### src/bus_timing_consts.vh
`ifndef BUS_TIMING_CONSTS_VH
`define BUS_TIMING_CONSTS_VH

// register byte offsets
`define OFS_TIMING_HIGH 4'h0
`define OFS_TIMING_LOW 4'h4
`define OFS_STATUS 4'h8

// timing high register fields (two-bit length codes)
`define HI_NOLATCH_WRITE_LSB 0
`define HI_LATCHED_WRITE_LSB 2
`define HI_NOLATCH_READ_LSB 4
`define HI_LATCHED_READ_LSB 6

// timing low register fields
`define LO_WRITE_HOLD_EXTEND 0
`define LO_WRITE_WIDTH 1
`define LO_LATCH_WIDTH 2
`define LO_BUS8 3
`define LO_NOLATCH_CODE_LSB 4
`define LO_LATCHED_CODE_LSB 6

// status register fields
`define ST_BUSY 0
`define ST_CFG_ERR 1
`define ST_HOLD_ERR 2
`define ST_STALLED 3

// reset values
`define RST_TIMING_HIGH 8'hff
`define RST_TIMING_LOW 8'hf1

// cycle kinds
`define KIND_CODE 2'h0
`define KIND_READ 2'h1
`define KIND_WRITE 2'h2

// timing counts, in half bus clocks (one ref_clk cycle each)
`define HALF_LATCH_NARROW 5'h01
`define HALF_LATCH_WIDE 5'h03
`define HALF_LATCH_GAP 5'h01
`define HALF_WR_NARROW 5'h02
`define HALF_WR_WIDE 5'h04
`define HALF_HOLD_EXT 5'h02
`define HALF_NOLATCH_BASE 5'h02
`define HALF_LATCHED_BASE 5'h04
`define HALF_READ_STALL_CUT 5'h02

`endif

### src/external_bus_cycle_timing.v
`timescale 1ns/1ps
`include "bus_timing_consts.vh"

module external_bus_cycle_timing #(
  parameter ADDR_W = 20
) (
  // clock and reset
  input wire ref_clk,
  input wire rst,
  // register bus
  input wire [3:0] address,
  input wire read,
  input wire write,
  input wire [31:0] writedata,
  output reg [31:0] readdata,
  output reg waitrequest,
  // cycle requests from the core
  input wire reqValid,
  output reg reqReady,
  input wire [1:0] reqKind,
  input wire reqLatch,
  input wire reqWide,
  input wire [1:0] reqByteEn,
  input wire [ADDR_W-1:0] reqAddr,
  input wire [15:0] reqWrData,
  // read results
  output reg [15:0] rdData,
  output reg rdValid,
  // external bus pins
  output reg [ADDR_W-1:0] busAddr,
  output reg addrLatch,
  output reg codeFetchStrobeN,
  output reg readStrobeN,
  output reg writeStrobeLowByteN,
  output reg writeStrobeHighByteN,
  output reg [15:0] busDataOut,
  output reg busDataOe,
  input wire [15:0] busDataIn,
  input wire stallIn
);

  // total cycle length in half clocks
  function [4:0] cycLen;
    input [1:0] k;
    input l;
    input [7:0] hi, lo;
    reg [1:0] f;
    begin
      case (k)
        `KIND_CODE: f = l ? lo[`LO_LATCHED_CODE_LSB+1:`LO_LATCHED_CODE_LSB] :
          lo[`LO_NOLATCH_CODE_LSB+1:`LO_NOLATCH_CODE_LSB];
        `KIND_READ: f = l ? hi[`HI_LATCHED_READ_LSB+1:`HI_LATCHED_READ_LSB] :
          hi[`HI_NOLATCH_READ_LSB+1:`HI_NOLATCH_READ_LSB];
        default: f = l ? hi[`HI_LATCHED_WRITE_LSB+1:`HI_LATCHED_WRITE_LSB] :
          hi[`HI_NOLATCH_WRITE_LSB+1:`HI_NOLATCH_WRITE_LSB];
      endcase
      if (l || k == `KIND_WRITE)
        cycLen = {2'h0, f, 1'b0} + `HALF_LATCHED_BASE;
      else
        cycLen = {2'h0, f, 1'b0} + `HALF_NOLATCH_BASE;
    end
  endfunction
  // latch pulse width in half clocks
  function [4:0] latchW;
    input l;
    input [7:0] lo;
    latchW = !l ? 5'h00 :
      (lo[`LO_LATCH_WIDTH] ? `HALF_LATCH_WIDE : `HALF_LATCH_NARROW);
  endfunction
  // write strobe width in half clocks
  function [4:0] wrW;
    input [7:0] lo;
    wrW = lo[`LO_WRITE_WIDTH] ? `HALF_WR_WIDE : `HALF_WR_NARROW;
  endfunction
  // write data hold in half clocks
  function [4:0] holdH;
    input [7:0] lo;
    holdH = lo[`LO_WRITE_HOLD_EXTEND] ? `HALF_HOLD_EXT : 5'h00;
  endfunction
  // first half clock of the bus strobe
  function [4:0] strbStart;
    input [1:0] k;
    input l;
    input [7:0] hi, lo;
    begin
      if (k == `KIND_WRITE)
        strbStart = cycLen(k, l, hi, lo) - wrW(lo) - holdH(lo);
      else if (l)
        strbStart = latchW(l, lo) + `HALF_LATCH_GAP;
      else
        strbStart = 5'h00;
    end
  endfunction
  // half clock just past the bus strobe
  function [4:0] strbEnd;
    input [1:0] k;
    input l;
    input [7:0] hi, lo;
    strbEnd = cycLen(k, l, hi, lo) - ((k == `KIND_WRITE) ? holdH(lo) : 5'h00);
  endfunction
  // first half clock with write data driven
  function [4:0] dataStart;
    input l;
    input [7:0] lo;
    dataStart = l ? latchW(l, lo) + `HALF_LATCH_GAP : 5'h00;
  endfunction
  // strobe length against which stall is sampled, zero when unstretchable
  function [4:0] stallLen;
    input [1:0] k;
    input l;
    input [7:0] hi, lo;
    reg [4:0] w;
    begin
      w = strbEnd(k, l, hi, lo) - strbStart(k, l, hi, lo);
      case (k)
        `KIND_CODE: stallLen = w;
        `KIND_WRITE: stallLen = wrW(lo);
        `KIND_READ: stallLen = (w > `HALF_READ_STALL_CUT) ? w - `HALF_READ_STALL_CUT :
          5'h00;
        default: stallLen = 5'h00;
      endcase
    end
  endfunction
  // timing combination yields a sane cycle
  function cfgOk;
    input [1:0] k;
    input l;
    input [7:0] hi, lo;
    reg [4:0] lead;
    begin
      lead = dataStart(l, lo);
      if (k == `KIND_WRITE)
        cfgOk = (wrW(lo) + holdH(lo) + lead) <= cycLen(k, l, hi, lo);
      else if (k == `KIND_READ || k == `KIND_CODE)
        cfgOk = (lead + 5'h01) <= cycLen(k, l, hi, lo);
      else
        cfgOk = 1'b0;
    end
  endfunction

  reg [7:0] timingHigh_q, timingLow_q;
  reg cfgErr_q, holdErr_q, stalled_q, busy_q, latch_q, wide_q, phase_q;
  reg [1:0] kind_q, be_q;
  reg [4:0] cnt_q;
  reg [ADDR_W-1:0] addr_q;
  reg [15:0] wdata_q;
  reg pendValid_q, pendLatch_q, pendWide_q;
  reg [1:0] pendKind_q, pendBe_q;
  reg [ADDR_W-1:0] pendAddr_q;
  reg [15:0] pendData_q;
  reg busy_d, latch_d, wide_d, phase_d, pendValid_d, rdValid_d;
  reg setCfgErr, setHoldErr, hold, endTick, take, inStrobe;
  reg [1:0] kind_d, be_d;
  reg [4:0] cnt_d, sStart, sEnd;
  reg [ADDR_W-1:0] addr_d;
  reg [15:0] wdata_d, rdData_d;
  wire busReq = read | write;
  wire busHit = busReq & ~waitrequest;
  wire accept = reqValid & reqReady;

  // cycle sequencer: counts half clocks, stretches on stall, chains halves
  always @*
  begin
    busy_d = busy_q;
    kind_d = kind_q;
    latch_d = latch_q;
    wide_d = wide_q;
    phase_d = phase_q;
    cnt_d = cnt_q;
    be_d = be_q;
    addr_d = addr_q;
    wdata_d = wdata_q;
    rdData_d = rdData;
    rdValid_d = 1'b0;
    setCfgErr = 1'b0;
    setHoldErr = 1'b0;
    hold = busy_q && stallIn && stallLen(kind_q, latch_q, timingHigh_q, timingLow_q) != 5'h00 &&
      cnt_q == strbStart(kind_q, latch_q, timingHigh_q, timingLow_q) +
      stallLen(kind_q, latch_q, timingHigh_q, timingLow_q) - 5'h01;
    endTick = busy_q && !hold &&
      (cnt_q + 5'h01) == cycLen(kind_q, latch_q, timingHigh_q, timingLow_q);
    take = pendValid_q && (!busy_q || (endTick && !(wide_q && !phase_q)));
    if (busy_q && !endTick)
      cnt_d = hold ? cnt_q : cnt_q + 5'h01;
    if (endTick && kind_q != `KIND_WRITE)
    begin
      if (wide_q && !phase_q)
        rdData_d[7:0] = busDataIn[7:0];
      else if (wide_q)
        rdData_d[15:8] = busDataIn[7:0];
      else
        rdData_d = busDataIn;
      rdValid_d = !(wide_q && !phase_q);
    end
    if (endTick)
    begin
      if (wide_q && !phase_q)
      begin
        // second byte: no latch pulse, strobe stays on, low address rises
        phase_d = 1'b1;
        latch_d = 1'b0;
        cnt_d = 5'h00;
        addr_d[0] = 1'b1;
      end
      else
        busy_d = 1'b0;
    end
    if (take)
    begin
      if (pendKind_q == `KIND_WRITE && !timingLow_q[`LO_WRITE_HOLD_EXTEND])
        setHoldErr = 1'b1;
      else if (!cfgOk(pendKind_q, pendLatch_q, timingHigh_q, timingLow_q))
        setCfgErr = 1'b1;
      else
      begin
        // back-to-back no-latch fetches keep the fetch strobe low
        busy_d = 1'b1;
        kind_d = pendKind_q;
        latch_d = pendLatch_q;
        wide_d = pendWide_q && pendKind_q == `KIND_READ && timingLow_q[`LO_BUS8];
        phase_d = 1'b0;
        cnt_d = 5'h00;
        be_d = pendBe_q;
        addr_d = pendAddr_q;
        wdata_d = pendData_q;
      end
    end
    pendValid_d = accept ? 1'b1 : (take ? 1'b0 : pendValid_q);
  end
  // pin levels derived from the next state so they leave flip-flops
  always @*
  begin
    sStart = strbStart(kind_d, latch_d, timingHigh_q, timingLow_q);
    sEnd = strbEnd(kind_d, latch_d, timingHigh_q, timingLow_q);
    inStrobe = busy_d && cnt_d >= sStart && cnt_d < sEnd;
  end
  // sequencer and pin registers
  always @(posedge ref_clk)
  begin
    if (rst)
    begin
      busy_q <= 1'b0;
      kind_q <= `KIND_CODE;
      latch_q <= 1'b0;
      wide_q <= 1'b0;
      phase_q <= 1'b0;
      cnt_q <= 5'h00;
      be_q <= 2'h0;
      addr_q <= {ADDR_W{1'b0}};
      wdata_q <= 16'h0000;
      pendValid_q <= 1'b0;
      pendKind_q <= `KIND_CODE;
      pendLatch_q <= 1'b0;
      pendWide_q <= 1'b0;
      pendBe_q <= 2'h0;
      pendAddr_q <= {ADDR_W{1'b0}};
      pendData_q <= 16'h0000;
      reqReady <= 1'b0;
      rdData <= 16'h0000;
      rdValid <= 1'b0;
      busAddr <= {ADDR_W{1'b0}};
      addrLatch <= 1'b0;
      codeFetchStrobeN <= 1'b1;
      readStrobeN <= 1'b1;
      writeStrobeLowByteN <= 1'b1;
      writeStrobeHighByteN <= 1'b1;
      busDataOut <= 16'h0000;
      busDataOe <= 1'b0;
      stalled_q <= 1'b0;
    end
    else
    begin
      busy_q <= busy_d;
      kind_q <= kind_d;
      latch_q <= latch_d;
      wide_q <= wide_d;
      phase_q <= phase_d;
      cnt_q <= cnt_d;
      be_q <= be_d;
      addr_q <= addr_d;
      wdata_q <= wdata_d;
      pendValid_q <= pendValid_d;
      if (accept)
      begin
        pendKind_q <= reqKind;
        pendLatch_q <= reqLatch;
        pendWide_q <= reqWide;
        pendBe_q <= reqByteEn;
        pendAddr_q <= reqAddr;
        pendData_q <= reqWrData;
      end
      reqReady <= !pendValid_d;
      rdData <= rdData_d;
      rdValid <= rdValid_d;
      busAddr <= addr_d;
      addrLatch <= busy_d && cnt_d < latchW(latch_d, timingLow_q);
      codeFetchStrobeN <= !(inStrobe && kind_d == `KIND_CODE);
      readStrobeN <= !(inStrobe && kind_d == `KIND_READ);
      writeStrobeLowByteN <= !(inStrobe && kind_d == `KIND_WRITE && be_d[0]);
      writeStrobeHighByteN <= !(inStrobe && kind_d == `KIND_WRITE && be_d[1]);
      busDataOut <= wdata_d;
      busDataOe <= busy_d && kind_d == `KIND_WRITE &&
        cnt_d >= dataStart(latch_d, timingLow_q);
      stalled_q <= hold;
    end
  end

  // register slave: one wait cycle, then the access completes
  always @(posedge ref_clk)
  begin
    if (rst)
    begin
      timingHigh_q <= `RST_TIMING_HIGH;
      timingLow_q <= `RST_TIMING_LOW;
      cfgErr_q <= 1'b0;
      holdErr_q <= 1'b0;
      waitrequest <= 1'b1;
      readdata <= 32'h00000000;
    end
    else
    begin
      waitrequest <= !(busReq && waitrequest);
      if (read && waitrequest)
      begin
        case (address)
          `OFS_TIMING_HIGH: readdata <= {24'h000000, timingHigh_q};
          `OFS_TIMING_LOW: readdata <= {24'h000000, timingLow_q};
          `OFS_STATUS: readdata <= {28'h0000000, stalled_q, holdErr_q, cfgErr_q, busy_q};
          default: readdata <= 32'h00000000;
        endcase
      end
      if (busHit && write && address == `OFS_TIMING_HIGH)
        timingHigh_q <= writedata[7:0];
      if (busHit && write && address == `OFS_TIMING_LOW)
        timingLow_q <= writedata[7:0];
      // sticky flags, write one to clear, a new event wins
      cfgErr_q <= setCfgErr | (cfgErr_q &
        ~(busHit & write & address == `OFS_STATUS & writedata[`ST_CFG_ERR]));
      holdErr_q <= setHoldErr | (holdErr_q &
        ~(busHit & write & address == `OFS_STATUS & writedata[`ST_HOLD_ERR]));
    end
  end

endmodule

### config.mk
export PLATFORM = sky130hd
export DESIGN_NAME = external_bus_cycle_timing
export DESIGN_NICKNAME = d
export VERILOG_FILES = /design/src/external_bus_cycle_timing.v
export VERILOG_INCLUDE_DIRS = /design/src
export SDC_FILE = /design/constraint.sdc
export NUM_CORES = 1
export LEC_CHECK = 0
export BUFFER_PORTS_ARGS = -buffer_cell sky130_fd_sc_hd__buf_2
export CAP_MARGIN = 20
export CORE_ASPECT_RATIO = 0.8
export CORE_MARGIN = 8
export CORE_UTILIZATION = 54
export DETAILED_ROUTE_END_ITERATION = 10
export GPL_ROUTABILITY_DRIVEN = 0
export MAX_ROUTING_LAYER = met4
export PLACE_DENSITY_LB_ADDON = 0.08
export SKIP_LAST_GASP = 1
export SLEW_MARGIN = 20
export SYNTH_ARGS = -nofsm -noshare
export SYNTH_HDL_FRONTEND = slang
export SYNTH_SLANG_ARGS = --single-unit
### constraint.sdc
create_clock -name ref_clk -period 13.3 [get_ports ref_clk]
set_input_delay 2.66 -clock ref_clk [delete_from_list [all_inputs] [get_ports ref_clk]]
set_output_delay 2.66 -clock ref_clk [all_outputs]
set_load 0.02 [all_outputs]
=== After elaboration in Yosys (flattened, before gate mapping) ===
Cells that the tools add are included.

* Magnitude comparators: 7
* Equal/unequal tests: 12
* $add $sub $neg: 29
* Reductions and logical operators: 54
* Bitwise logic cells: 17
* Muxes and demuxes: 99

{| class="wikitable"
|+ Operator list
! operator !! count
|-
| two-way mux 5 bit || 24
|-
| two-way mux 2 bit || 28
|-
| two-way mux 1 bit || 31
|-
| logical AND 1 bit || 28
|-
| subtractor 5 bit || 5
|-
| adder 3 x 2 -> 4 bit (second input constant) || 6
|-
| adder 3 x 3 -> 4 bit (second input constant) || 6
|-
| two-way mux 4 bit || 6
|-
| two-way mux 8 bit || 3
|-
| one-hot mux 8 bit (3 select lines) || 1
|-
| adder 5 x 1 -> 5 bit (second input constant) || 4
|-
| adder 5 bit || 3
|-
| one-hot mux 5 bit (3 select lines) || 1
|-
| zero test 1 bit || 12
|-
| one-hot mux 2 bit (2 select lines) || 3
|-
| equality test 5 bit || 2
|-
| <= comparator 5 bit || 2
|-
| < comparator 5 bit || 2
|-
| AND 1 bit || 8
|-
| equality test 2 x 1 -> 1 bit (second input constant) || 3
|-
| equality test 2 bit (second input constant) || 3
|-
| zero test 2 bit || 3
|-
| two-way mux 3 bit || 2
|-
| NOT 1 bit || 6
|-
| 19 further kinds || 26
|}

* Output and inout port bits: 93
* Bits of input ports: 100
* Word-level logic and storage cells: 252
* Register bits: 168

=== Depth between registers and ports, before layout ===
Gate-level depths: netlist of run 1.

* Depth after elaboration: 53
* Depth in mapped cells: 54
* Gate-level depth less buffers: 51

=== Worst setup path after synthesis of run 1 ===
No wires, ideal clock.

* Kind: register to register
* Start point: reg latch_q
* End point: reg codeFetchStrobeN
* Buffers on the path: 2
* Cell stages (with the launch flop): 53
* Slack: 3.158 ns
* Arrival time: 9.995 ns
* Clock period less this slack: 10.142 ns
* Setup time: 0.147 ns
* Required time: 13.153 ns
* Path through: dfxtp_1 > buf_6 > buf_2 > mux2_1 > a222oi_1 > xnor2_1 > ha_1 > inv_1 > ha_1 > a21oi_1 > xnor2_1 > nand2_1 > inv_1 > ha_1 > inv_1 > ha_1 > nor3b_1 > o221ai_1 > (+17 left out) > a221o_1 > o211a_4 > ha_1 > a21o_1 > xnor2_1 > ha_1 > nor2b_1 > nor3_1 > a31oi_1 > ha_1 > o21a_1 > o21ai_0 > nand2b_1 > a21oi_1 > a2111oi_0 > nand2_1 > nor2_1 > nand3_1

* Word-level cells in the longest chain between the ends: 38
* Elaborated cells on any way between the ends: 87
* Those cells by class: add/sub (20); order compare (3); eq/ne (4); mux (42); reduce/logical (18)

{| class="wikitable"
|+ RTL lines
! what !! line !! text
|-
| from (decl) || external_bus_cycle_timing.v:142 || <nowiki>reg cfgErr_q, holdErr_q, stalled_q, busy_q, latch_q, wide_q, phase_q;</nowiki>
|-
| from (signal assigned) || external_bus_cycle_timing.v:275 || <nowiki>latch_q <= latch_d;</nowiki>
|-
| two-way mux 2 bit (on tied branches) || external_bus_cycle_timing.v:54, external_bus_cycle_timing.v:50, external_bus_cycle_timing.v:52 ||
|-
| one-hot mux 2 bit (2 select lines) || external_bus_cycle_timing.v:49 || <nowiki>case (k)</nowiki>
|-
| two-way mux 2 bit || external_bus_cycle_timing.v:86 || <nowiki>if (k == `KIND_WRITE)</nowiki>
|-
| adder 3 x 2 -> 4 bit (no line) or adder 3 x 3 -> 4 bit (tied branches) || n/a ||
|-
| two-way mux 4 bit || external_bus_cycle_timing.v:57 || <nowiki>if (l || k == `KIND_WRITE)</nowiki>
|-
| two-way mux 5 bit || external_bus_cycle_timing.v:86 ||
|-
| subtractor 5 bit (2 in series) || external_bus_cycle_timing.v:87 || <nowiki>strbStart = cycLen(k, l, hi, lo) - wrW(lo) - holdH(lo);</nowiki>
|-
| two-way mux 5 bit || external_bus_cycle_timing.v:86 ||
|-
| (+20 left out) || n/a ||
|-
| two-way mux 5 bit || external_bus_cycle_timing.v:86 ||
|-
| subtractor 5 x 3 -> 5 bit || external_bus_cycle_timing.v:87 ||
|-
| subtractor 5 bit || external_bus_cycle_timing.v:87 ||
|-
| two-way mux 5 bit || external_bus_cycle_timing.v:86 ||
|-
| >= comparator 5 bit || external_bus_cycle_timing.v:235 || <nowiki>inStrobe = busy_d && cnt_d >= sStart && cnt_d < sEnd;</nowiki>
|-
| logical AND 1 bit (2 in series) || external_bus_cycle_timing.v:235 ||
|-
| logical AND 1 bit (no line) (*) || n/a ||
|-
| zero test 1 bit (*) || external_bus_cycle_timing.v:297 || <nowiki>codeFetchStrobeN <= !(inStrobe && kind_d == `KIND_CODE);</nowiki>
|-
| to (signal assigned) || external_bus_cycle_timing.v:297 ||
|-
| to (decl) || external_bus_cycle_timing.v:32 || <nowiki>output reg codeFetchStrobeN,</nowiki>
|}

Every way passes the cells marked *; elsewhere a longest branch is shown, timed or not. The select of a mux whose other input is x is not followed.
A chain may end at the register's enable or synchronous reset.

=== Worst setup path after layout of run 1 ===
* Start point: reg latch_q
* End point: reg readStrobeN

* Word-level cells in the longest chain between the ends: 38
* Elaborated cells on any way between the ends: 87
* Those cells by class: add/sub (20); order compare (3); eq/ne (4); mux (42); reduce/logical (18)

{| class="wikitable"
|+ RTL lines
! what !! line !! text
|-
| two-way mux 2 bit (on tied branches) || external_bus_cycle_timing.v:54, external_bus_cycle_timing.v:50, external_bus_cycle_timing.v:52 ||
|-
| one-hot mux 2 bit (2 select lines) || external_bus_cycle_timing.v:49 ||
|-
| two-way mux 2 bit || external_bus_cycle_timing.v:86 ||
|-
| adder 3 x 2 -> 4 bit (no line) or adder 3 x 3 -> 4 bit (tied branches) || n/a ||
|-
| two-way mux 4 bit || external_bus_cycle_timing.v:57 ||
|-
| two-way mux 5 bit || external_bus_cycle_timing.v:86 ||
|-
| subtractor 5 bit (2 in series) || external_bus_cycle_timing.v:87 ||
|-
| two-way mux 5 bit || external_bus_cycle_timing.v:86 ||
|-
| (+20 left out) || n/a ||
|-
| two-way mux 5 bit || external_bus_cycle_timing.v:86 ||
|-
| subtractor 5 x 3 -> 5 bit || external_bus_cycle_timing.v:87 ||
|-
| subtractor 5 bit || external_bus_cycle_timing.v:87 ||
|-
| two-way mux 5 bit || external_bus_cycle_timing.v:86 ||
|-
| >= comparator 5 bit || external_bus_cycle_timing.v:235 ||
|-
| logical AND 1 bit (2 in series) || external_bus_cycle_timing.v:235 ||
|-
| logical AND 1 bit (no line) (*) || n/a ||
|-
| zero test 1 bit (*) || external_bus_cycle_timing.v:298 || <nowiki>readStrobeN <= !(inStrobe && kind_d == `KIND_READ);</nowiki>
|-
| to (signal assigned) || external_bus_cycle_timing.v:298 ||
|-
| to (decl) || external_bus_cycle_timing.v:33 || <nowiki>output reg readStrobeN,</nowiki>
|}

Marks and branches as above.

==> results of run 1 <==
==> cells by family (layout without fill, tap and decap cells) <==
logic type,Yosys count,in the layout
compound gates,154,154
xor+xnor,27,27
fa+ha+maj,44,44
buf+inv,103,213
flops,144,144
mux,99,99
other cells,1,27
simple gates,339,339
==> worst max-delay path, delay by kind of cell (launching register included) <==
kind | cells | cell delay [ns]
compound gates | 15 | 3.80
xor+xnor | 5 | 0.89
fa+ha+maj | 10 | 2.93
buf+inv | 5 | 0.24
flops | 1 | 0.72
mux | 3 | 1.12
simple gates | 12 | 2.25
==> how the worst min path moves through the flow <==
stage / startpoint / endpoint / slack (ns) / cells after the start
after floorplan: pendAddr_q[10]$_SDFFE_PP0P_ / pendAddr_q[10]$_SDFFE_PP0P_ / 0.44 / 2
after global placement: pendAddr_q[4]$_SDFFE_PP0P_ / pendAddr_q[4]$_SDFFE_PP0P_ / 0.44 / 2
after detailed placement: waitrequest$_SDFF_PP1_ / waitrequest$_SDFF_PP1_ / 0.44 / 1
after CTS: pendData_q[13]$_SDFFE_PP0P_ / pendData_q[13]$_SDFFE_PP0P_ / 0.46 / 2
after global routing: pendData_q[5]$_SDFFE_PP0P_ / pendData_q[5]$_SDFFE_PP0P_ / 0.47 / 2
final: pendData_q[13]$_SDFFE_PP0P_ / pendData_q[13]$_SDFFE_PP0P_ / 0.45 / 2
==> registers in the layout (all words and copies together), names as in the netlist, 2 cells and up <==
register,count
pendAddr_q,20
rdData,16
cnt_q,5
kind_q,2
be_q,2
stallLen.lo,8
pendKind_q,2
pendData_q,16
readdata,8
stallLen.hi,8
busAddr,20
pendBe_q,2
busDataOut,16
==> stage by stage <==
step	cells	setup WS [ns]	util [%]
2_1_floorplan	934	3.16	-
3_3_place_gp	1196	1.41	60.0
3_5_place_dp	1196	1.28	60.0
4_1_cts	1228	1.23	63.9
5_1_grt	1231	0.337	64.0
6_report	1231	1.19	64.0
==> layer usage <==
| layer | vias to the layer above | global-route usage, % | part of all wire, % |
|---|---|---|---|
| li1 | 3354 | - | - |
| met4 | 0 | 5.98 | 1.2 |
| met2 | 214 | 30.0 | 42 |
| met1 | 3058 | 29.5 | 49 |
| met3 | 22 | 5.45 | 7.8 |
| met5 | - | - | 0 |
==> area by class of cell <==
cell class	count	share of cell area (%)
timing repair buffer	149	8.34
clock inverter	15	1.43
multi-input combinational	687	50.0
tap	184	2.53
antenna	3	0.0823
sequential	144	31.6
clock buffer	17	4.67
inverter	32	1.32
==> power groups by stage <==
stage / sequential (W) / clock (W) / combinational, W
floorplan: 0.000455 / 0 / 0.0000753
global placement: 0.000455 / 0 / 0.0000975
detailed placement: 0.000455 / 0 / 0.0000981
CTS: 0.000446 / 0.000451 / 0.0000985
global route: 0.000447 / 0.000470 / 0.000110
finish: 0.000446 / 0.000442 / 0.0000985
==> Yosys cell counts, drive strengths merged, types with 10 or more instances <==
master	n	area share, %
xnor2	12	1.4
dfxtp	144	37
ha	40	6.4
nor2b	14	1.1
clkbuf	34	1.6
xor2	14	1.7
a21oi	66	4.3
nor3	14	1.0
a211oi	10	0.96
mux2	13	1.9
o21ai	18	1.2
nand3	13	0.83
buf	37	3.2
nor2	109	5.2
mux2i	84	11
nand2b	11	0.88
inv	31	1.5
nand2	140	6.7
==> results.py, run 1 <==
metrics = {
    "power_and_ir_drop": {
        "power.internal_w": 0.000722,
        "switching_share_pct": 26.8,
        "p_total_w": 0.000987,
        "p_comb_share_pct": 10.0,
        "power_density_nw_per_um2": 108,
        "clkPwrFrac_pct": 44.8,
        "pwr-share-seq_pct": 45.2,
        "ir_worst_vdd_v": 0.000117,
        "power.switching_w": 0.000265,
        "p_leak_nw": 4.15,
    },
    "global_route": {
        "grtUsageTotal_pct": 21.3,
        "grt-ovfl-total": 0,
        "grt_pass1_vias": 6156,
        "grt_max_degree": 70,
        "antenna_found_initial": 3,
        "grt_pass1_wl_um": 30800,
    },
    "yosys": {
        "synth_fa_ha_area_share_pct": 7.39,
        "synth_area_um2": 7850,
        "synth-simple-area-share_pct": 19.2,
        "async_reset_ff_share_pct": 0,
        "ys.flop_type": "dfxtp_1",
        "ys_seq_area_share_pct": 36.7,
        "synth-compound-area-share_pct": 13.7,
        "yosys_warnings": 0,
        "yosysUniqueCellTypes": 76,
        "synth_edf_count": 0,
        "synth_xor_area_share_pct": 3.38,
        "avgSynthCellArea_um2": 8.62,
        "synth.area.mux_share_pct": 13.2,
        "netlist_instances": 911,
        "synth_top_family_by_area": "simple AND/OR/NAND/NOR gates",
        "synth-seq-cells": 144,
    },
    "status": {
        "status": "finished clean",
    },
    "die": {
        "coreArea_um2": 14200,
        "io_pins": 193,
        "rows": 39,
        "die_area_um2": 18700,
        "die_w_um": 151,
        "fp.dieH_um": 124,
        "start_util_pct": 55.1,
    },
    "timing": {
        "maxSlewViolCount": 0,
        "finClkSkew_ns": 0.00778,
        "fin_hold_ws_ns": 0.453,
        "rsz0062_at_grt": "no",
        "worst_pin_slew_ns": 0.976,
        "hold_viol": 0,
        "setup_viol": 0,
        "timing.final.crit_share_pct": 91.1,
        "relSlewSlack_pct": 33.2,
        "fin_setup_tns_ns": 0,
        "timing.fmax_ghz": 0.0826,
        "fin_crit_ns": 12.11,
    },
    "clock_tree": {
        "tritoncts": "yes",
        "htree_levels": 4,
        "cts_sinks": 144,
        "holdBufCountCts": 0,
        "worstSkewPairLatency_ns": 0.42,
        "clk_pin_slew_ns": 0.06,
        "cts-root-buf": "clkbuf_16",
        "cts_setup_buffers": 0,
        "ctsResizeCount": 0,
        "cts_buffers": 17,
        "cts_max_path_buffers": 2,
    },
    "setup_path": {
        "reg2regPathDepth": 50,
        "critPathSlowestCell": "a222oi_1",
        "r2r-start": "latch_q$_SDFF_PP0_",
        "path_class": "register to register",
        "crit_end": "readStrobeN$_SDFF_PP1_",
        "startpoint": "latch_q$_SDFF_PP0_",
        "r2r_end": "readStrobeN$_SDFF_PP1_",
        "worst_setup_path_end_kind": "register",
        "worstPathRequired_ns": 13.57,
        "slowest_delay_ns": 0.80,
        "path_max_fanout": 16,
        "arrival_ns": 12.38,
        "start_kind": "register",
        "cp_common_cell": "ha_1",
        "r2r_slack_ns": 1.19,
    },
    "route": {
        "route.detailed.drc": 0,
        "dr.pass1.iters": 6,
        "wl_um": 19600,
        "drtIter0Drc": 434,
        "wire_per_inst_um": 15.9,
        "postRouteAntennaNets": 0,
        "drt-vias-per-instance": 5.40,
        "vias": 6648,
    },
    "layout": {
        "stdcell_area_um2": 9120,
        "nNetsFinal": 1175,
        "syn_to_final_growth_pct": 16.1,
        "num-fill-cells": 1290,
        "seqCellArea_um2": 2880,
        "post_route_cells_drive_above_1_share_pct": 20.1,
        "final_common_cell": "dfxtp_1",
        "multi_input_area_um2": 4560,
        "mostFrequentLayoutCells": "dfxtp_1, buf_2, nand2_1, nor2_1, mux2i_1",
    },
    "placement": {
        "post_dp_cell_area_um2": 8550,
        "port_buffers": 144,
        "dpl.hpwl_um": 14400,
    },
    "job": {
        "cap_violations": 0,
    },
    "worst_hold_path": {
        "hp-class": "register to register",
    },
}
Power figures use the tool's default switching activity.
==> run 2, diff against run 1 <==
==> constraint.sdc (replaced) <==
create_clock -name ref_clk -period 13.3 [get_ports ref_clk]
set_input_delay 1.33 -clock ref_clk [delete_from_list [all_inputs] [get_ports ref_clk]]
set_output_delay 1.33 -clock ref_clk [all_outputs]
set_load 0.02 [all_outputs]
==> run 2 against run 1 <==
Clock-buffer cell count increased by 1. Non-clock buffer count up 1. Routed wire length up 2.3%. Die area unchanged. Global-route usage is 0.50 points higher. Worst setup slack got worse by 0.17 ns. Via count is 0.98% higher. Register-to-register slack got worse by 0.17 ns. Sequential cell count is the same. Sequential power about the same.
==> results.py, run 2 (synthesis gave the netlist of run 1 again) <==
metrics = {
    "route": {
        "wl_met1_um": 9630,
        "drtIter0Drc": 426,
        "wl_met2_um": 8520,
        "wl_um": 20000,
        "postRouteAntennaNets": 0,
        "wire_per_inst_um": 16.3,
        "drt-vias-per-instance": 5.45,
        "dr.pass1.iters": 6,
        "topRoutingLayerUsed": "met4",
        "vias": 6713,
        "met3WireLength_um": 1620,
        "route.detailed.drc": 0,
    },
    "die": {
        "die_area_um2": 18700,
        "io_pins": 193,
        "fp.dieH_um": 124,
        "die_w_um": 151,
        "start_util_pct": 55.1,
        "rows": 39,
        "coreArea_um2": 14200,
    },
    "global_route": {
        "grtUsageTotal_pct": 21.8,
        "grt_max_degree": 104,
        "antenna_found_initial": 3,
        "grt_pass1_wl_um": 31600,
        "grt_pass1_vias": 6330,
        "grt-ovfl-total": 0,
    },
    "setup_path": {
        "worst_setup_path_end_kind": "register",
        "path_max_fanout": 16,
        "critPathSlowestCell": "a222oi_1",
        "cp_top_family": "compound AO/OA/AOI/OAI gates",
        "path_buf_inv": 4,
        "r2r_slack_ns": 1.02,
        "start_kind": "register",
        "r2r_end": "codeFetchStrobeN$_SDFF_PP1_",
        "arrival_ns": 12.55,
        "worstPathRequired_ns": 13.57,
        "cp_common_cell": "ha_1",
        "r2r-start": "latch_q$_SDFF_PP0_",
        "slowest_delay_ns": 0.85,
        "reg2regPathDepth": 47,
        "path_class": "register to register",
    },
    "power_and_ir_drop": {
        "ir_worst_vdd_v": 0.000105,
        "p_leak_nw": 4.18,
        "power_density_nw_per_um2": 111,
    },
    "worst_hold_path": {
        "holdPathEnd": "pendData_q[4]$_SDFFE_PP0P_",
        "worstHoldPathCells": 2,
        "holdCritStartpoint": "pendData_q[4]$_SDFFE_PP0P_",
        "hp-class": "register to register",
    },
    "timing": {
        "fin_crit_ns": 12.28,
        "setup_viol": 0,
        "fin_hold_ws_ns": 0.455,
        "maxSlewViolCount": 0,
        "hold_viol": 0,
        "timing.final.crit_share_pct": 92.3,
        "worst_pin_slew_ns": 1.05,
        "fin_setup_tns_ns": 0,
        "finClkSkew_ns": 0.0138,
        "rsz0062_at_grt": "no",
        "relSlewSlack_pct": 29.9,
        "timing.fmax_ghz": 0.0814,
    },
    "clock_tree": {
        "holdBufCountCts": 0,
        "cts-root-buf": "clkbuf_16",
        "cts_sinks": 144,
        "ctsResizeCount": 0,
        "cts_setup_buffers": 0,
        "cts_buffers": 17,
        "cts_max_path_buffers": 2,
        "htree_levels": 4,
        "clk_pin_slew_ns": 0.06,
        "worstSkewPairLatency_ns": 0.42,
        "tritoncts": "yes",
    },
    "status": {
        "status": "finished clean",
    },
    "placement": {
        "post_dp_cell_area_um2": 8550,
        "port_buffers": 144,
        "dpl.hpwl_um": 14500,
    },
    "layout": {
        "top_regs": "busAddr: 20 flops, pendAddr_q: 20 flops",
        "final_common_cell": "dfxtp_1",
        "mostFrequentLayoutCells": "dfxtp_1, buf_2, nand2_1, nor2_1, mux2i_1",
        "syn_to_final_growth_pct": 16.5,
        "post_route_cells_drive_above_1_share_pct": 20.0,
        "stdcell_area_um2": 9150,
        "nNetsFinal": 1176,
    },
    "job": {
        "cap_violations": 0,
    },
}
-- run 2: area by class of cell --
class / instances / area (µm²)
clock inverters: 14 / 155
flip-flops and latches: 144 / 2880
multi-input cells: 687 / 4560
well taps: 184 / 230
diodes: 3 / 7.51
clock buffers: 18 / 429
inverters: 32 / 120
repair buffers: 150 / 764
fillers: 1280 / 5100
-- run 2: worst max-delay path by stage --
stage               depth (start not counted)  slack [ns]                from                          end
floorplan                                  52        3.16  latch_q$_SDFF_PP0_  codeFetchStrobeN$_SDFF_PP1_
global placement                           50        1.39  latch_q$_SDFF_PP0_  codeFetchStrobeN$_SDFF_PP1_
detailed placement                         47        1.36  latch_q$_SDFF_PP0_  codeFetchStrobeN$_SDFF_PP1_
CTS                                        47        1.18  latch_q$_SDFF_PP0_  codeFetchStrobeN$_SDFF_PP1_
global route                               47        0.25  latch_q$_SDFF_PP0_  codeFetchStrobeN$_SDFF_PP1_
finish                                     47        1.02  latch_q$_SDFF_PP0_  codeFetchStrobeN$_SDFF_PP1_
-- run 2: where the power goes --
group	switching (W)	internal, W	leakage, nW
combinational	0.0000607	0.0000388	2.73
clock	0.000192	0.000279	0.287
sequential	0.00000636	0.000440	1.17
total	0.000259	0.000757	4.18
-- run 2: tightest hold or removal path, cell delays in order (launching register included) --
cell	delay (ns)
dfxtp_1	0.31
nand2_1	0.05
a21oi_1	0.05
-- run 2: per-layer routing --
layer | up-vias | global-route usage [%]
met4 | 0 | 6.23
met1 | 3106 | 29.2
met3 | 22 | 5.95
met5 | - | -
met2 | 229 | 31.6
li1 | 3356 | -
-- run 2: through the flow --
step                      power (W)  util [%]  std cells  worst slack [ns]
after global placement     0.000553      60.0       1196              1.39
final                       0.00102      64.2       1232              1.02
after detailed placement   0.000554      60.0       1196              1.36
after floorplan            0.000530         -        934              3.16
after global routing        0.00105      64.2       1232             0.248
after CTS                   0.00102      64.1       1228              1.18
==> run 3, diff against run 2 <==
- BUFFER_PORTS_ARGS: -buffer_cell sky130_fd_sc_hd__buf_2 -> default
- CORE_UTILIZATION: 54 -> 60
- DONT_BUFFER_PORTS: default -> 1
==> run 3 against run 2 <==
Sequential power is essentially flat. Die area is 8.9% lower. Global-route usage is 2.0 points higher. Critical endpoint is now readStrobeN$_SDFF_PP1_. Largest cell class unchanged. Highest routed layer unchanged.
==> results.py, run 3 (synthesis gave the netlist of run 1 again) <==
metrics = {
    "setup_path": {
        "worst_setup_path_end_kind": "register",
        "path_max_fanout": 16,
        "cp_top_family": "compound AO/OA/AOI/OAI gates",
        "path_buf_inv": 5,
        "start_kind": "register",
        "cp_common_cell": "ha_1",
        "path_class": "register to register",
        "critPathSlowestCell": "a222oi_1",
        "worstPathRequired_ns": 13.56,
        "arrival_ns": 12.61,
        "slowest_delay_ns": 0.80,
    },
    "timing": {
        "fin_crit_ns": 12.35,
        "finClkSkew_ns": 0.0106,
        "rsz0062_at_grt": "no",
        "hold_viol": 0,
        "worst_pin_slew_ns": 0.941,
        "timing.final.crit_share_pct": 92.8,
        "maxSlewViolCount": 0,
        "relSlewSlack_pct": 35.6,
        "timing.fmax_ghz": 0.0810,
        "setup_viol": 0,
        "fin_setup_tns_ns": 0,
    },
    "route": {
        "vias": 6356,
        "drtIter0Drc": 520,
        "route.detailed.drc": 0,
        "wl_um": 19600,
        "postRouteAntennaNets": 0,
        "drt-vias-per-instance": 5.92,
        "dr.pass1.iters": 5,
        "wire_per_inst_um": 18.3,
    },
    "layout": {
        "n_antenna_cell": 0,
        "top_regs": "busAddr: 20 flops, pendAddr_q: 20 flops",
        "post_route_cells_drive_above_1_share_pct": 7.01,
        "stdcell_area_um2": 8390,
        "nNetsFinal": 1030,
        "syn_to_final_growth_pct": 6.85,
        "final_common_cell": "dfxtp_1",
        "num-fill-cells": 1060,
        "mostFrequentLayoutCells": "dfxtp_1, nand2_1, nor2_1, mux2i_1, a21oi_1",
    },
    "clock_tree": {
        "clk_pin_slew_ns": 0.06,
        "tritoncts": "yes",
        "cts-root-buf": "clkbuf_16",
        "holdBufCountCts": 0,
        "htree_levels": 4,
        "cts_setup_buffers": 0,
        "cts_sinks": 144,
        "cts_buffers": 17,
        "cts_max_path_buffers": 2,
        "ctsResizeCount": 0,
        "worstSkewPairLatency_ns": 0.42,
    },
    "job": {
        "cap_violations": 0,
    },
    "power_and_ir_drop": {
        "ir_worst_vdd_v": 0.0000896,
        "p_leak_nw": 3.51,
        "power_density_nw_per_um2": 118,
    },
    "global_route": {
        "grt_pass1_vias": 6279,
        "grt_max_degree": 123,
        "antenna_found_initial": 0,
        "grtUsageTotal_pct": 23.8,
        "grt_pass1_wl_um": 31700,
        "grt-ovfl-total": 0,
    },
    "die": {
        "start_util_pct": 61.2,
        "io_pins": 193,
        "rows": 37,
        "coreArea_um2": 12800,
        "fp.dieH_um": 118,
        "die_w_um": 144,
        "die_area_um2": 17000,
    },
    "worst_hold_path": {
        "hp-class": "register to register",
    },
    "status": {
        "status": "finished clean",
    },
    "placement": {
        "post_dp_cell_area_um2": 7810,
        "port_buffers": 0,
        "dpl.hpwl_um": 14400,
    },
}
run 3: changes by cell type in the layout (fill, tap and decap cells not counted):
cell        before  now
buf_2          143    0
clkinvlp_4       1    0
inv_8            1    0
buf_4            6    4
inv_6            3    2
clkbuf_8         0    1
diode_2          3    0
clkinv_2         3    4
run 3: tightest hold or removal path: stages, from the launching register on:
cell	delay [ns]
dfxtp_1	0.31
nand2_1	0.05
a21oi_1	0.05
run 3: path summary, 6_finish.rpt:
path / start / to / slack, ns / cells after the start
worst min register to register: pendAddr_q[10]$_SDFFE_PP0P_ / pendAddr_q[10]$_SDFFE_PP0P_ / 0.45 / 2
worst max register to register: latch_q$_SDFF_PP0_ / readStrobeN$_SDFF_PP1_ / 0.95 / 50
worst min-delay path: pendAddr_q[10]$_SDFFE_PP0P_ / pendAddr_q[10]$_SDFFE_PP0P_ / 0.45 / 2
worst max-delay path: latch_q$_SDFF_PP0_ / readStrobeN$_SDFF_PP1_ / 0.95 / 50
run 3: metal layers:
metal / up-vias / part of all wire [%] / GRT usage (%)
met4: 0 / 1.5 / 7.34
li1: 3047 / - / -
met3: 25 / 11 / 9.29
met1: 3023 / 41 / 28.4
met2: 261 / 46 / 36.1
met5: - / 0 / -
run 3: power by group:
group	internal (W)	leakage [nW]	total (W)	switching (W)
sequential	0.000440	1.17	0.000449	0.00000928
clock	0.000282	0.288	0.000463	0.000181
combinational	0.0000297	2.06	0.0000770	0.0000473
total	0.000751	3.51	0.000989	0.000238
run 3: area by class of cell:
| cell class | instances | area, µm² | area share (%) |
|---|---|---|---|
| inverter | 32 | 120 | 1.43 |
| multi-input combinational | 687 | 4560 | 54.3 |
| clock inverter | 12 | 133 | 1.58 |
| timing repair buffer | 4 | 30.0 | 0.358 |
| sequential | 144 | 2880 | 34.4 |
| clock buffer | 20 | 447 | 5.32 |
| tap | 175 | 219 | 2.61 |
run 3: metrics by stage:
step | total power [W] | hold slack, ns | utilization [%] | setup WS, ns | cells
detailed placement | 0.000534 | 0.440 | 60.9 | 1.18 | 1042
CTS | 0.000996 | 0.448 | 65.4 | 1.07 | 1074
global placement | 0.000531 | 0.435 | 60.9 | 1.60 | 1042
finish | 0.000989 | 0.448 | 65.4 | 0.952 | 1074
global route | 0.00103 | 0.464 | 65.4 | 0.0756 | 1074
floorplan | 0.000530 | 0.436 | - | 3.16 | 934
